**src/irq_timer_pkg.sv**
```systemverilog
package irq_timer_pkg;

  localparam int          NUM_IRQ       = 9;
  localparam int          SEL_W         = 4;
  localparam int          NUM_SRC       = 10;
  localparam logic [31:0] TIMER_MAX     = 32'hFFFFFFFF;
  localparam logic [31:0] VEC_BASE      = 32'h00000000;
  localparam logic [31:0] VEC_STRIDE    = 32'h00000004;

  // -------------------------------------------------------------------
  // register byte offsets
  // -------------------------------------------------------------------
  localparam logic [7:0]  OFS_STATUS    = 8'h00;
  localparam logic [7:0]  OFS_MASK      = 8'h04;
  localparam logic [7:0]  OFS_LATCH     = 8'h08;
  localparam logic [7:0]  OFS_LATCH_SET = 8'h0C;
  localparam logic [7:0]  OFS_LATCH_CLR = 8'h10;
  localparam logic [7:0]  OFS_CONFIG    = 8'h14;
  localparam logic [7:0]  OFS_TIMER0    = 8'h18;
  localparam logic [7:0]  OFS_TIMER1    = 8'h1C;
  localparam logic [7:0]  OFS_PEND      = 8'h20;
  localparam logic [7:0]  OFS_EVT_STAT  = 8'h24;
  localparam logic [7:0]  OFS_EVT_MASK  = 8'h28;

  // -------------------------------------------------------------------
  // field positions and reset values
  // -------------------------------------------------------------------
  localparam int          GID_BIT       = 0;
  localparam int          CFG_T0_LSB    = 0;
  localparam int          CFG_T1_LSB    = 4;
  localparam int          NUM_EVT       = 3;
  localparam int          EVT_T0_BIT    = 0;
  localparam int          EVT_T1_BIT    = 1;
  localparam int          EVT_REMOTE    = 2;
  localparam logic [NUM_IRQ-1:0] MASK_RST = 9'h000;

  // interrupt types, latch bit positions
  localparam int IRQ_SYNC          = 0;
  localparam int IRQ_SW_EXCEPTION  = 1;
  localparam int IRQ_MEM_FAULT     = 2;
  localparam int IRQ_TIMER0        = 3;
  localparam int IRQ_TIMER1        = 4;
  localparam int IRQ_MESSAGE       = 5;
  localparam int IRQ_DMA0          = 6;
  localparam int IRQ_DMA1          = 7;
  localparam int IRQ_USER          = 8;

  // timer event-select codes
  localparam logic [SEL_W-1:0] SRC_OFF        = 4'h0;
  localparam logic [SEL_W-1:0] SRC_CLOCK      = 4'h1;
  localparam logic [SEL_W-1:0] SRC_IDLE       = 4'h2;
  localparam logic [SEL_W-1:0] SRC_INT_ALU    = 4'h3;
  localparam logic [SEL_W-1:0] SRC_FLOAT      = 4'h4;
  localparam logic [SEL_W-1:0] SRC_DUAL       = 4'h5;
  localparam logic [SEL_W-1:0] SRC_STAGE      = 4'h6;
  localparam logic [SEL_W-1:0] SRC_REGACCESS  = 4'h7;
  localparam logic [SEL_W-1:0] SRC_EXT_FETCH  = 4'h8;
  localparam logic [SEL_W-1:0] SRC_EXT_LOAD   = 4'h9;

  typedef enum logic [1:0] {
    ST_IDLE = 2'b01,
    ST_REQ  = 2'b10
  } irq_state_t;

endpackage

```
**src/event_timer.sv**
```systemverilog
`timescale 1ns/1ps
module event_timer
  import irq_timer_pkg::*;
(
  input  wire logic               mclk_i,
  input  wire logic               sys_rst_i,
  input  wire logic               load_i,
  input  wire logic [31:0]        load_val_i,
  input  wire logic [SEL_W-1:0]   sel_i,
  input  wire logic [NUM_SRC-1:0] events_i,
  output logic      [31:0]        count_o,
  output logic                    expire_o
);

  logic        hit;
  logic        dec;

  // code 0 is off, so a zero source bit stops the count
  assign hit = (sel_i < SEL_W'(NUM_SRC)) ? events_i[sel_i] : 1'b0;
  assign dec = hit && (count_o != 32'h00000000);

  always_ff @(posedge mclk_i) begin
    if (sys_rst_i) begin
      count_o <= 32'h00000000;
    end else if (load_i) begin
      count_o <= (load_val_i > TIMER_MAX) ? TIMER_MAX : load_val_i;
    end else if (dec) begin
      count_o <= count_o - 32'h00000001;
    end
  end

  always_ff @(posedge mclk_i) begin
    if (sys_rst_i) begin
      expire_o <= 1'b0;
    end else begin
      expire_o <= !load_i && dec && (count_o == 32'h00000001);
    end
  end

endmodule // event_timer

```
**src/core_irq_timers.sv**
```systemverilog
// Implementation choices: the APB slave port and the address map.
`timescale 1ns/1ps
module core_irq_timers
  import irq_timer_pkg::*;
(
  input  wire logic               mclk_i,
  input  wire logic               sys_rst_i,
  // apb slave
  input  wire logic               psel,
  input  wire logic               penable,
  input  wire logic               pwrite,
  input  wire logic [7:0]         paddr,
  input  wire logic [31:0]        pwdata,
  output logic      [31:0]        prdata,
  output logic                    pready,
  output logic                    pslverr,
  // remote latch access from the workgroup
  input  wire logic [5:0]         my_row_i,
  input  wire logic [5:0]         my_col_i,
  input  wire logic               remote_valid_i,
  input  wire logic [5:0]         remote_row_i,
  input  wire logic [5:0]         remote_col_i,
  input  wire logic               remote_set_i,
  input  wire logic [3:0]         remote_type_i,
  // hardware interrupt sources, one pulse per event
  input  wire logic [NUM_IRQ-1:0] hw_irq_i,
  // timer event sources
  input  wire logic               idle_i,
  input  wire logic               int_alu_i,
  input  wire logic               float_i,
  input  wire logic               dual_issue_i,
  input  wire logic               stage_stall_i,
  input  wire logic               regaccess_stall_i,
  input  wire logic               ext_fetch_stall_i,
  input  wire logic               ext_load_stall_i,
  // core handshake
  output logic                    take_o,
  output logic [3:0]              take_type_o,
  output logic [31:0]             take_vector_o,
  input  wire logic               take_ack_i,
  input  wire logic               service_done_i,
  output logic                    irq_o
);

  // -------------------------------------------------------------------
  // helpers
  // -------------------------------------------------------------------
  function automatic logic [NUM_IRQ-1:0] lowest_set(input logic [NUM_IRQ-1:0] v);
    lowest_set = v & (~v + NUM_IRQ'(1));
  endfunction

  function automatic logic [3:0] onehot_idx(input logic [NUM_IRQ-1:0] v);
    onehot_idx = 4'h0;
    for (int i = 0; i < NUM_IRQ; i++) begin
      if (v[i]) begin
        onehot_idx = 4'(i);
      end
    end
  endfunction

  // -------------------------------------------------------------------
  // registers
  // -------------------------------------------------------------------
  logic                 gid_r;
  logic [NUM_IRQ-1:0]   mask_r;
  logic [NUM_IRQ-1:0]   latch_r;
  logic [NUM_IRQ-1:0]   latch_nxt;
  logic [NUM_IRQ-1:0]   pend_r;
  logic [NUM_IRQ-1:0]   pend_nxt;
  logic [SEL_W-1:0]     sel0_r;
  logic [SEL_W-1:0]     sel1_r;
  logic [NUM_EVT-1:0]   evt_stat_r;
  logic [NUM_EVT-1:0]   evt_mask_r;
  logic [NUM_IRQ-1:0]   pick_r;
  irq_state_t           state_r;
  irq_state_t           state_nxt;

  logic                 wr_en;
  logic                 rd_en;
  logic                 addr_ok;
  logic [31:0]          rd_data;
  logic [31:0]          count0;
  logic [31:0]          count1;
  logic                 expire0;
  logic                 expire1;
  logic [NUM_SRC-1:0]   src_vec;
  logic                 remote_hit;
  logic [NUM_IRQ-1:0]   remote_bit;
  logic [NUM_IRQ-1:0]   set_bits;
  logic [NUM_IRQ-1:0]   clr_bits;
  logic [NUM_IRQ-1:0]   allowed;
  logic [NUM_IRQ-1:0]   candidate;
  logic [NUM_IRQ-1:0]   ack_bits;
  logic [NUM_EVT-1:0]   evt_set;

  // -------------------------------------------------------------------
  // apb slave: one wait state, answer two cycles after setup
  // -------------------------------------------------------------------
  assign wr_en = psel && penable && pready && pwrite;
  assign rd_en = psel && penable && !pready && !pwrite;

  always_comb begin
    addr_ok = 1'b1;
    rd_data = 32'h00000000;
    case (paddr)
      OFS_STATUS:    rd_data[GID_BIT] = gid_r;
      OFS_MASK:      rd_data[NUM_IRQ-1:0] = mask_r;
      OFS_LATCH:     rd_data[NUM_IRQ-1:0] = latch_r;
      OFS_LATCH_SET: rd_data = 32'h00000000;
      OFS_LATCH_CLR: rd_data = 32'h00000000;
      OFS_CONFIG: begin
        rd_data[CFG_T0_LSB +: SEL_W] = sel0_r;
        rd_data[CFG_T1_LSB +: SEL_W] = sel1_r;
      end
      OFS_TIMER0:    rd_data = count0;
      OFS_TIMER1:    rd_data = count1;
      OFS_PEND:      rd_data[NUM_IRQ-1:0] = pend_r;
      OFS_EVT_STAT:  rd_data[NUM_EVT-1:0] = evt_stat_r;
      OFS_EVT_MASK:  rd_data[NUM_EVT-1:0] = evt_mask_r;
      default:       addr_ok = 1'b0;
    endcase
  end

  always_ff @(posedge mclk_i) begin
    if (sys_rst_i) begin
      pready <= 1'b0;
    end else begin
      pready <= psel && penable && !pready;
    end
  end

  always_ff @(posedge mclk_i) begin
    if (sys_rst_i) begin
      prdata  <= 32'h00000000;
      pslverr <= 1'b0;
    end else if (psel && penable && !pready) begin
      prdata  <= rd_en ? rd_data : 32'h00000000;
      pslverr <= !addr_ok;
    end else begin
      pslverr <= 1'b0;
    end
  end

  // -------------------------------------------------------------------
  // control registers
  // -------------------------------------------------------------------
  always_ff @(posedge mclk_i) begin
    if (sys_rst_i) begin
      gid_r <= 1'b0;
    end else if (wr_en && paddr == OFS_STATUS) begin
      gid_r <= pwdata[GID_BIT];
    end
  end

  always_ff @(posedge mclk_i) begin
    if (sys_rst_i) begin
      mask_r <= MASK_RST;
    end else if (wr_en && paddr == OFS_MASK) begin
      mask_r <= pwdata[NUM_IRQ-1:0];
    end
  end

  always_ff @(posedge mclk_i) begin
    if (sys_rst_i) begin
      sel0_r <= SRC_OFF;
      sel1_r <= SRC_OFF;
    end else if (wr_en && paddr == OFS_CONFIG) begin
      sel0_r <= pwdata[CFG_T0_LSB +: SEL_W];
      sel1_r <= pwdata[CFG_T1_LSB +: SEL_W];
    end
  end

  // -------------------------------------------------------------------
  // event timers
  // -------------------------------------------------------------------
  assign src_vec = {ext_load_stall_i, ext_fetch_stall_i, regaccess_stall_i,
                    stage_stall_i, dual_issue_i, float_i, int_alu_i, idle_i,
                    1'b1, 1'b0};

  event_timer u_timer0 (
    .mclk_i     (mclk_i),
    .sys_rst_i  (sys_rst_i),
    .load_i     (wr_en && paddr == OFS_TIMER0),
    .load_val_i (pwdata),
    .sel_i      (sel0_r),
    .events_i   (src_vec),
    .count_o    (count0),
    .expire_o   (expire0)
  );

  event_timer u_timer1 (
    .mclk_i     (mclk_i),
    .sys_rst_i  (sys_rst_i),
    .load_i     (wr_en && paddr == OFS_TIMER1),
    .load_val_i (pwdata),
    .sel_i      (sel1_r),
    .events_i   (src_vec),
    .count_o    (count1),
    .expire_o   (expire1)
  );

  // -------------------------------------------------------------------
  // interrupt latch
  // -------------------------------------------------------------------
  assign remote_hit = remote_valid_i && (remote_row_i == my_row_i) &&
                      (remote_col_i == my_col_i) &&
                      (remote_type_i < 4'(NUM_IRQ));
  assign remote_bit = remote_hit ? (NUM_IRQ'(1) << remote_type_i) : '0;

  // hardware and remote sets always win over any clear in the same cycle
  always_comb begin
    set_bits = hw_irq_i;
    set_bits[IRQ_TIMER0] = hw_irq_i[IRQ_TIMER0] | expire0;
    set_bits[IRQ_TIMER1] = hw_irq_i[IRQ_TIMER1] | expire1;
    clr_bits = '0;
    if (remote_set_i) begin
      set_bits = set_bits | remote_bit;
    end else begin
      clr_bits = remote_bit;
    end
    if (wr_en && paddr == OFS_LATCH_SET) begin
      set_bits = set_bits | pwdata[NUM_IRQ-1:0];
    end
    if (wr_en && paddr == OFS_LATCH_CLR) begin
      clr_bits = clr_bits | pwdata[NUM_IRQ-1:0];
    end
  end

  assign ack_bits = (state_r == ST_REQ && take_ack_i) ? pick_r : '0;

  always_comb begin
    latch_nxt = latch_r & ~clr_bits & ~ack_bits;
    if (wr_en && paddr == OFS_LATCH) begin
      latch_nxt = pwdata[NUM_IRQ-1:0];
    end
    latch_nxt = latch_nxt | set_bits;
  end

  always_ff @(posedge mclk_i) begin
    if (sys_rst_i) begin
      latch_r <= '0;
    end else begin
      latch_r <= latch_nxt;
    end
  end

  // -------------------------------------------------------------------
  // qualification and dispatch
  // -------------------------------------------------------------------
  // only types above the one in service may nest; bit 0 ranks highest
  assign allowed   = (pend_r == '0) ? '1 : (lowest_set(pend_r) - NUM_IRQ'(1));
  assign candidate = gid_r ? '0 : lowest_set(latch_r & ~mask_r & allowed);

  always_comb begin
    pend_nxt = pend_r | ack_bits;
    if (service_done_i) begin
      pend_nxt = (pend_r & ~lowest_set(pend_r)) | ack_bits;
    end
  end

  always_ff @(posedge mclk_i) begin
    if (sys_rst_i) begin
      pend_r <= '0;
    end else begin
      pend_r <= pend_nxt;
    end
  end

  always_comb begin
    state_nxt = state_r;
    case (state_r)
      ST_IDLE: begin
        if (candidate != '0) begin
          state_nxt = ST_REQ;
        end
      end
      ST_REQ: begin
        // a request cleared before the core takes it is dropped
        if (take_ack_i || ((pick_r & candidate) == '0)) begin
          state_nxt = ST_IDLE;
        end
      end
      default: state_nxt = ST_IDLE;
    endcase
  end

  always_ff @(posedge mclk_i) begin
    if (sys_rst_i) begin
      state_r <= ST_IDLE;
      pick_r  <= '0;
    end else begin
      state_r <= state_nxt;
      if (state_r == ST_IDLE) begin
        pick_r <= candidate;
      end
    end
  end

  always_ff @(posedge mclk_i) begin
    if (sys_rst_i) begin
      take_o        <= 1'b0;
      take_type_o   <= 4'h0;
      take_vector_o <= 32'h00000000;
    end else begin
      take_o <= (state_nxt == ST_REQ);
      if (state_r == ST_IDLE) begin
        take_type_o   <= onehot_idx(candidate);
        take_vector_o <= VEC_BASE + VEC_STRIDE * 32'(onehot_idx(candidate));
      end
    end
  end

  // -------------------------------------------------------------------
  // block events: sticky, write one to clear, set wins
  // -------------------------------------------------------------------
  assign evt_set = {remote_hit, expire1, expire0};

  always_ff @(posedge mclk_i) begin
    if (sys_rst_i) begin
      evt_stat_r <= '0;
    end else begin
      evt_stat_r <= (evt_stat_r & ~((wr_en && paddr == OFS_EVT_STAT) ?
                     pwdata[NUM_EVT-1:0] : '0)) | evt_set;
    end
  end

  always_ff @(posedge mclk_i) begin
    if (sys_rst_i) begin
      evt_mask_r <= '0;
    end else if (wr_en && paddr == OFS_EVT_MASK) begin
      evt_mask_r <= pwdata[NUM_EVT-1:0];
    end
  end

  always_ff @(posedge mclk_i) begin
    if (sys_rst_i) begin
      irq_o <= 1'b0;
    end else begin
      irq_o <= |(evt_stat_r & evt_mask_r);
    end
  end

endmodule // core_irq_timers

```
**config.mk**
```make
export PLATFORM = sky130hd
export DESIGN_NAME = core_irq_timers
export DESIGN_NICKNAME = d
export VERILOG_FILES = /design/src/irq_timer_pkg.sv /design/src/event_timer.sv /design/src/core_irq_timers.sv
export SDC_FILE = /design/constraint.sdc
export NUM_CORES = 1
export LEC_CHECK = 0
export BUFFER_PORTS_ARGS = -buffer_cell sky130_fd_sc_hd__clkbuf_2
export CAP_MARGIN = 20
export CORE_MARGIN = 8
export CORE_UTILIZATION = 40
export CTS_CLUSTER_SIZE = 8
export DETAILED_ROUTE_END_ITERATION = 6
export PLACE_DENSITY_LB_ADDON = 0.3
export SLEW_MARGIN = 20
export SYNTH_ARGS = -nofsm -noshare
export SYNTH_HDL_FRONTEND = slang
export SYNTH_HIERARCHICAL = 1
export SYNTH_SLANG_ARGS = --single-unit
```
**constraint.sdc**
```tcl
create_clock -name mclk_i -period 2.45 [get_ports mclk_i]
set_input_delay 0.1225 -clock mclk_i [delete_from_list [all_inputs] [get_ports mclk_i]]
set_output_delay 0.1225 -clock mclk_i [all_outputs]
set_load 0.03 [all_outputs]
```
# Word level (Yosys, flattened, before mapping)
# Index checks and enable logic that the tools add are counted.
[word_totals]
inputBits = 94
regBits = 159
output_inout_bits = 72
elab_cells = 158
[op_classes]
bitwise = 27
n_eq_ne = 17
shifts = 1
n_mux = 40
n_addsub = 5
reduce_logical = 42
order_cmp = 6
[ops]
columns = ["operator", "count"]
rows = [
  ["$mux 32", 6],
  ["$mux 9", 10],
  ["$and 9x9->9", 8],
  ["$eq 32x1->1 const B", 2],
  ["$reduce_bool 32->1", 2],
  ["$sub 32x1->32 const B", 2],
  ["$not 9->9", 6],
  ["$or 9x9->9", 6],
  ["$pmux 23 s2", 1],
  ["$eq 8x5->1 const B", 4],
  ["$gt 32x32->1 const B", 1],
  ["$pmux 5 s6", 1],
  ["$mux 4", 7],
  ["$logic_and 1x1->1", 25],
  ["$eq 8x6->1 const B", 3],
  ["$add 9x1->9 const B", 2],
  ["$logic_not 9->1", 2],
  ["$eq 8x4->1 const B", 2],
  ["$pmux 2 s8", 1],
  ["$eq 6x6->1", 2],
  ["$lt 4x4->1 const B", 3],
  ["$reduce_or 11->1", 1],
  ["$lt 4x5->1 const B", 2],
  ["$pmux 1 s9", 1],
  ["23 further kinds", 38],
]

# Logic depth before layout (Yosys ltp)
# Gate-level depths: netlist (run 1).
[depth]
ltp_word = 18
ltp_mapped = 10
ltp_nobuf = 8

# Cells and area by module
# Netlist (run 1), hierarchy kept.
[modules_own_cells]
columns = ["module", "cells_each", "area_per_inst_um2", "instances", "seq_area_each_um2"]
rows = [
  ["core_irq_timers", 624, 5097.4, 1, 1841.8],
  ["event_timer", 281, 2268.4, 2, 660.6],
]

# Least setup slack after synthesis (run 1)
# No wires, ideal clock.
[synth_path]
path_type = "reg-to-reg"
start = "register u_timer1.count_o[5]"
end = "register u_timer1.count_o[19]"
arrival_ns = 2.603
setup_ns = 0.091
path_slack_ns = -0.244
t_required_ns = 2.359
synth_period_minus_slack_ns = 2.694
path_buffers = 1
stages_incl_launch_ff = 7
cell_sequence = "dfxtp_1 > or4_4 > or4_4 > buf_6 > or4_4 > or4_1 > a311oi_1"
[synth_between]
elab_chain_cells = 3
word_cells_on_any_way = 6
classes_between = "add/sub: 1; mux: 2; reduce/logical: 3"
[synth_rtl]
columns = ["element", "line_no", "rtl"]
rows = [
  ["start, declared", "event_timer.sv:11", "output logic [31:0] count_o,"],
  ["start signal, assigned", "event_timer.sv:26", "count_o <= (load_val_i > TIMER_MAX) ? TIMER_MAX : load_val_i;"],
  ["start signal, assigned", "event_timer.sv:28", "count_o <= count_o - 32'h00000001;"],
  ["$sub 32x1->32 / $reduce_bool 32->1 (equally long branches)", "event_timer.sv:28, event_timer.sv:20", ""],
  ["$mux 32 / $logic_and 1x1->1 (equally long branches)", "event_timer.sv:27, event_timer.sv:20", ""],
  ["$mux 32 / $reduce_bool 2->1 (equally long branches)", "--", ""],
]
# Several ways; a longest one is shown, not always the timed one. The select of a mux whose other input is x is not followed.
# A chain may end at the register's enable or synchronous reset.

# Final worst setup path (run 1)
[layout_path]
start = "register u_timer1.count_o[12]"
end = "register u_timer1.count_o[19]"
# Same word-level chain as after synthesis.

==> results.yml, run 1 <==
setup_path:
  path_class: "reg -> reg"
  path_buf_inv: 0
  arrival_ns: 2.93
  startpoint_type: "flop"
  critPathMaxFanout: 4
  worst_path_largest_cell_delay_ns: 0.54
  critical_path.top_delay_family: "simple AND/OR/NAND/NOR gates"
  crit_path_frequent_cell: "or4_4"
  cp_cell_sequence: "or4_4, or4_4, or4_4, or4_1, a311oi_1"
  required_ns: 2.79
  end_kind: "flop"
  crit_slowest_cell: "or4_4"
floorplan:
  start_util_pct: 40.9
  fp-row-count: 56
  io_pins: 166
  core_area_um2: 23500
  die_area_um2: 29300
  die_x_um: 171
  die_h_um: 171
drt:
  viasPerCell: 6.24
  ant_nets: 0
  dr.pass1.iters: 5
  num_vias: 10800
  drc: 0
  drt_iter0_drc: 1551
  wirelength_um: 37000
  wire_per_inst_um: 21.4
sta:
  setup_violations: 17
  min_period_over_period_pct: 106
  finalMaxSlewViolations: 0
  hold_viol: 0
  slew_headroom_pct: 43.4
  setup_ws_ns: -0.144
  skew_ns: 0.0169
  max_freq_mhz: 385
  rsz0062_at_grt: "yes"
  tightest_slew_ns: 0.847
  min_period_ns: 2.59
clock_tree:
  numCtsBuffers: 17
  htreeDepth: 4
  cts.sinks: 158
  clockRootBuffer: "clkbuf_16"
  cts_tree: "done"
  clk_transition_reported_paths_ns: 0.06
  cts_buffer_depth: 2
  worstSkewPairLatency_ns: 0.43
finish:
  antenna_cells: 0
  fillerInstances: 2271
  fin_area_um2: 12500
  multi_input_area_um2: 6220
  drive_gt1_share_pct: 28.9
  final_nets: 1503
  synthToLayoutAreaGrowth_pct: 29.6
  seq_area_um2: 3180
global_route:
  grt_pass1_wl_um: 56600
  overflow: 0
  grt_pass1_vias: 9930
  grt_max_degree: 54
  antenna_found_initial: 1
  grt_usage_pct: 24.4
synth:
  syn_avg_cell_area_um2: 8.12
  synthTopCellsByArea: "dfxtp_1, nor2_1, a22oi_1, or4_1, o31ai_1"
  async_reset_ff_share_pct: 0
  synth_top_family_by_area: "simple AND/OR/NAND/NOR gates"
  yosysMostFrequentCell: "dfxtp_1"
  synth_warnings: 6
  synth_top_cells_by_count: "dfxtp_1, nor2_1, nand2_1"
  syn_area_um2: 9630
  synth_top_cell_by_area: "dfxtp_1"
  synth-compound-area-share_pct: 25.9
  synth_xor_area_share_pct: 1.09
  synthAdderAreaFrac_pct: 0.779
  yosysUniqueCellTypes: 72
  ys_ff_latch: 158
  seq_area_frac_synth_pct: 32.8
  netlist_instances: 1186
  synth-simple-area-share_pct: 29.0
  synth_top_area_share_pct: 32.8
  synth_flop_cell: "dfxtp_1"
  synthMuxAreaShare_pct: 2.78
  synth_edf_count: 0
power_and_ir_drop:
  clockPowerShare_pct: 15.9
  p_leak_nw: 5.02
  p_per_area_nw_per_um2: 1350
  p_int_mw: 9.50
  netSwitchingPower_mw: 7.35
  combPwrFrac_pct: 62.5
  ir_worst_vdd_v: 0.000792
  switching_share_pct: 43.6
  sequentialPowerShare_pct: 21.6
place:
  place_area_um2: 11300
  pre_cts_ws_ns: -0.192
  port_buffers: 137
  dp_hpwl_um: 27400
  globalplace.congestion: 0.937
outcome:
  status: "finished with violations"
  violations: "negative setup slack"
job:
  cap_violations: 0
min_path:
  hold_path.class: "in -> reg"
## worst reg2reg max path: stages (launching register included)
cell and delay (ns):
dfxtp_2 0.31, or4_4 0.54, or4_4 0.54, or4_4 0.50
or4_1 0.41, a311oi_1 0.21
## sequential cells by signal, indices dropped and copies added (netlist names), 4 cells and up
register / flops
sel0_r: 4
u_timer0/count_o: 32
u_timer1/count_o: 32
pick_r: 9
latch_r: 9
sel1_r: 4
pend_r: 9
mask_r: 9
prdata: 32
## what timing repair did
action,in CTS,in global routing
cloned,0,1
hold endpoints to repair,22,0
pin swaps,11,31
hold buffers,18,0
setup endpoints to repair,16,42
buffers inserted,2,8
resized for setup,14,51
## placed cells by master, fill, tap and decap left out, types with 7 or more instances in the layout
master	synthesis	routed
a22o_1	25	25
buf_12	0	7
clkbuf_16	0	18
a31oi_1	14	14
or4_1	50	32
o31ai_2	0	7
nand2b_1	13	13
nand4_1	27	27
or3_1	24	24
nand2_1	78	77
or2_2	12	12
nor4b_1	9	7
nand3_1	58	57
and3_1	13	13
o21ai_0	18	16
nor4_1	30	24
a211oi_1	12	12
nor2b_1	7	7
mux2i_1	20	20
a32oi_1	9	9
dfxtp_2	0	10
nor2_1	116	114
o31ai_1	44	34
a22oi_1	53	53
buf_6	3	7
xnor2_1	12	12
a21oi_1	56	56
or4_4	7	25
dlygate4sd3_1	0	18
a311oi_1	36	31
inv_1	25	24
clkbuf_2	0	136
a211o_1	7	7
buf_4	37	121
conb_1	2	32
dfxtp_1	158	148
nor3_1	27	25
## cell families after synthesis
group	Yosys count
flops	158
simple gates	506
buf+inv	147
compound gates	331
fa+ha+maj	6
other cells	2
mux	24
xor+xnor	12
## final cells by class
cell class	instances	area share (%)
multi-input cells	911	49.8
flip-flops and latches	158	25.4
repair buffers	290	16.1
clock buffers	21	3.77
well taps	319	3.20
clock inverters	9	0.882
inverters	25	0.752
## stage by stage
stage | setup TNS (ns) | cells | total power, mW | util, % | hold WS, ns
after floorplan | -0.755 | 1216 | 9.13 | - | 0.264
after global placement | -1.41 | 1674 | 12.5 | 48.1 | 0.389
after detailed placement | -1.91 | 1674 | 12.6 | 48.1 | 0.378
after CTS | -0.739 | 1724 | 15.5 | 51.6 | 0.000149
after global routing | -2.31 | 1733 | 17.7 | 53.0 | 0.0116
final | -1.08 | 1733 | 16.8 | 53.0 | 0.00997
## layer usage
metal,vias up,part of all wire [%],track usage [%]
met4,2,1.5,5.78
met2,631,42,34.5
met5,-,0.035,0
met1,5138,45,36.1
met3,51,12,6.35
li1,4993,-,-
## power groups by stage
stage / logic [mW] / clock network, mW / registers [mW]
CTS: 9.24 / 2.68 / 3.59
finish: 10.5 / 2.67 / 3.65
floorplan: 5.43 / 0 / 3.70
detailed placement: 8.93 / 0 / 3.64
global route: 11.2 / 2.80 / 3.72
global placement: 8.85 / 0 / 3.64
## path summary, 6_finish.rpt
path / depth (start not counted) / from / slack, ns / to
setup / recovery: 5 / u_timer1/count_o[12] / -0.14 / u_timer1/count_o[19]
setup reg to reg: 5 / u_timer1/count_o[12] / -0.14 / u_timer1/count_o[19]
hold / removal: 3 / pwdata[13] / 0.01 / u_timer1/count_o[13]
hold reg to reg: 2 / prdata[1] / 0.47 / prdata[1]
Note: power is estimated with default switching activity, not from simulation.
==> run 2, diff against run 1 <==
--- a/config.mk
+++ b/config.mk
@@ -12,6 +12,7 @@
 export CTS_CLUSTER_SIZE = 8
 export DETAILED_ROUTE_END_ITERATION = 6
 export PLACE_DENSITY_LB_ADDON = 0.3
+export RECOVER_POWER = 50
 export SLEW_MARGIN = 20
 export SYNTH_ARGS = -nofsm -noshare
 export SYNTH_HDL_FRONTEND = slang
==> run 2 against run 1 <==
Against the previous run: largest cell class unchanged; fmax increased by 0.27%; largest power group unchanged; first-iteration DRC count decreased by 9.3%; worst hold slack improved by 0.0030 ns; die area unchanged; cell area decreased by 0.69%; core utilization decreased by 0.37 points; global-route usage unchanged; sequential power about the same; combinational power about the same; non-clock buffer count unchanged; the flow still finishes with violations (negative setup slack); critical path depth unchanged.
==> results.yml, run 2 (synthesis gave the netlist of run 1 again) <==
finish:
  synthToLayoutAreaGrowth_pct: 28.7
  final_cell_mix: "dfxtp_1, buf_4, nor2_1"
  antenna_cells: 0
  final_common_cell: "dfxtp_1"
  seq_area_um2: 3180
  final_nets: 1503
  multi_input_area_um2: 6220
  finalCoreUtilization_pct: 52.7
  drive_gt1_share_pct: 25.5
  fillerInstances: 2290
  finalNonFillerCells: 1733
  largestRegisters: "prdata x32, u_timer0/count_o x32, u_timer1/count_o x32"
setup_path:
  path_class: "reg -> reg"
  required_ns: 2.78
  startpoint_type: "flop"
  critPathMaxFanout: 4
  end_kind: "flop"
  arrival_ns: 2.92
floorplan:
  io_pins: 166
  core_area_um2: 23500
  die_x_um: 171
  die_area_um2: 29300
  start_util_pct: 40.9
  die_h_um: 171
  fp-row-count: 56
drt:
  wire_per_inst_um: 21.4
  wirelength_um: 37100
  dr.pass1.iters: 6
  ant_nets: 0
  drc: 0
  num_vias: 10800
  drt_iter0_drc: 1406
  viasPerCell: 6.25
global_route:
  grt_max_degree: 54
  grt_usage_pct: 24.4
  antenna_found_initial: 1
  overflow: 0
  grt_pass1_vias: 9930
  grt_pass1_wl_um: 56600
sta:
  hold_viol: 0
  setup_tns_ns: -1.10
  setup_ws_ns: -0.137
  tightest_slew_ns: 0.844
  min_period_over_period_pct: 106
  finalMaxSlewViolations: 0
  skew_ns: 0.0179
  rsz0062_at_grt: "yes"
  setup_violations: 17
  slew_headroom_pct: 43.7
  max_freq_mhz: 387
  min_period_ns: 2.59
place:
  port_buffers: 137
  place_inst: 1674
  dp_hpwl_um: 27400
  globalplace.congestion: 0.937
  pre_cts_ws_ns: -0.192
power_and_ir_drop:
  ir_worst_vdd_v: 0.000795
  p_leak_nw: 4.85
  p_per_area_nw_per_um2: 1360
clock_tree:
  cts.sinks: 158
  worstSkewPairLatency_ns: 0.43
  htreeDepth: 4
  numCtsBuffers: 17
  cts_tree: "done"
  cts_buffer_depth: 2
  clockRootBuffer: "clkbuf_16"
  clk_transition_reported_paths_ns: 0.06
min_path:
  hold_path.class: "in -> reg"
outcome:
  violations: "negative setup slack"
  status: "finished with violations"
job:
  cap_violations: 0
## run 2: worst paths after layout
| kind | from | endpoint | slack (ns) | cells after the start |
|---|---|---|---|---|
| min reg2reg | prdata[1] | prdata[1] | 0.47 | 2 |
| max reg2reg | u_timer1/count_o[12] | u_timer1/count_o[19] | -0.14 | 5 |
| max | u_timer1/count_o[12] | u_timer1/count_o[19] | -0.14 | 5 |
| min | service_done_i | pend_r[3] | 0.01 | 4 |
## run 2: power by group
group,internal (mW),switching [mW]
combinational,4.78,5.74
sequential,3.13,0.522
clock,1.57,1.09
## run 2: timing repair
action | CTS | global route
hold buffers | 18 | 0
endpoints found under the hold margin | 22 | 0
setup endpoints to repair | 16 | 42
setup buffers | 2 | 8
pin swaps | 11 | 31
resized for setup | 14 | 51
cloned | 0 | 1
## run 2: critical path: stages (launching register included)
cell and delay, ns:
dfxtp_2 0.31, or4_4 0.53, or4_4 0.54, or4_4 0.50, or4_1 0.40, a311oi_1 0.21
## run 2: routing by layer
layer / global-route usage, % / wire length, um / share of wire (%) / up-vias
li1: - / - / - / 4991
met1: 36.1 / 16800 / 45 / 5123
met2: 34.5 / 15400 / 41 / 676
met3: 6.35 / 4310 / 12 / 44
met4: 5.78 / 539 / 1.5 / 2
met5: 0 / 13 / 0.035 / -
## run 2: layout make-up
class	count	share of cell area, %
tap	319	3.22
clock inverter	9	0.888
sequential	158	25.6
multi-input combinational	911	50.1
clock buffer	21	3.79
inverter	25	0.757
timing repair buffer	290	15.6
## run 2: metrics by stage
step | power (mW) | area (um2) | hold WS [ns]
after floorplan | 9.13 | 9830 | 0.264
after global placement | 12.5 | 11300 | 0.389
after detailed placement | 12.6 | 11300 | 0.378
after CTS | 15.5 | 12100 | 0.000149
after global routing | 17.7 | 12400 | 0.0111
final | 16.8 | 12400 | 0.0130
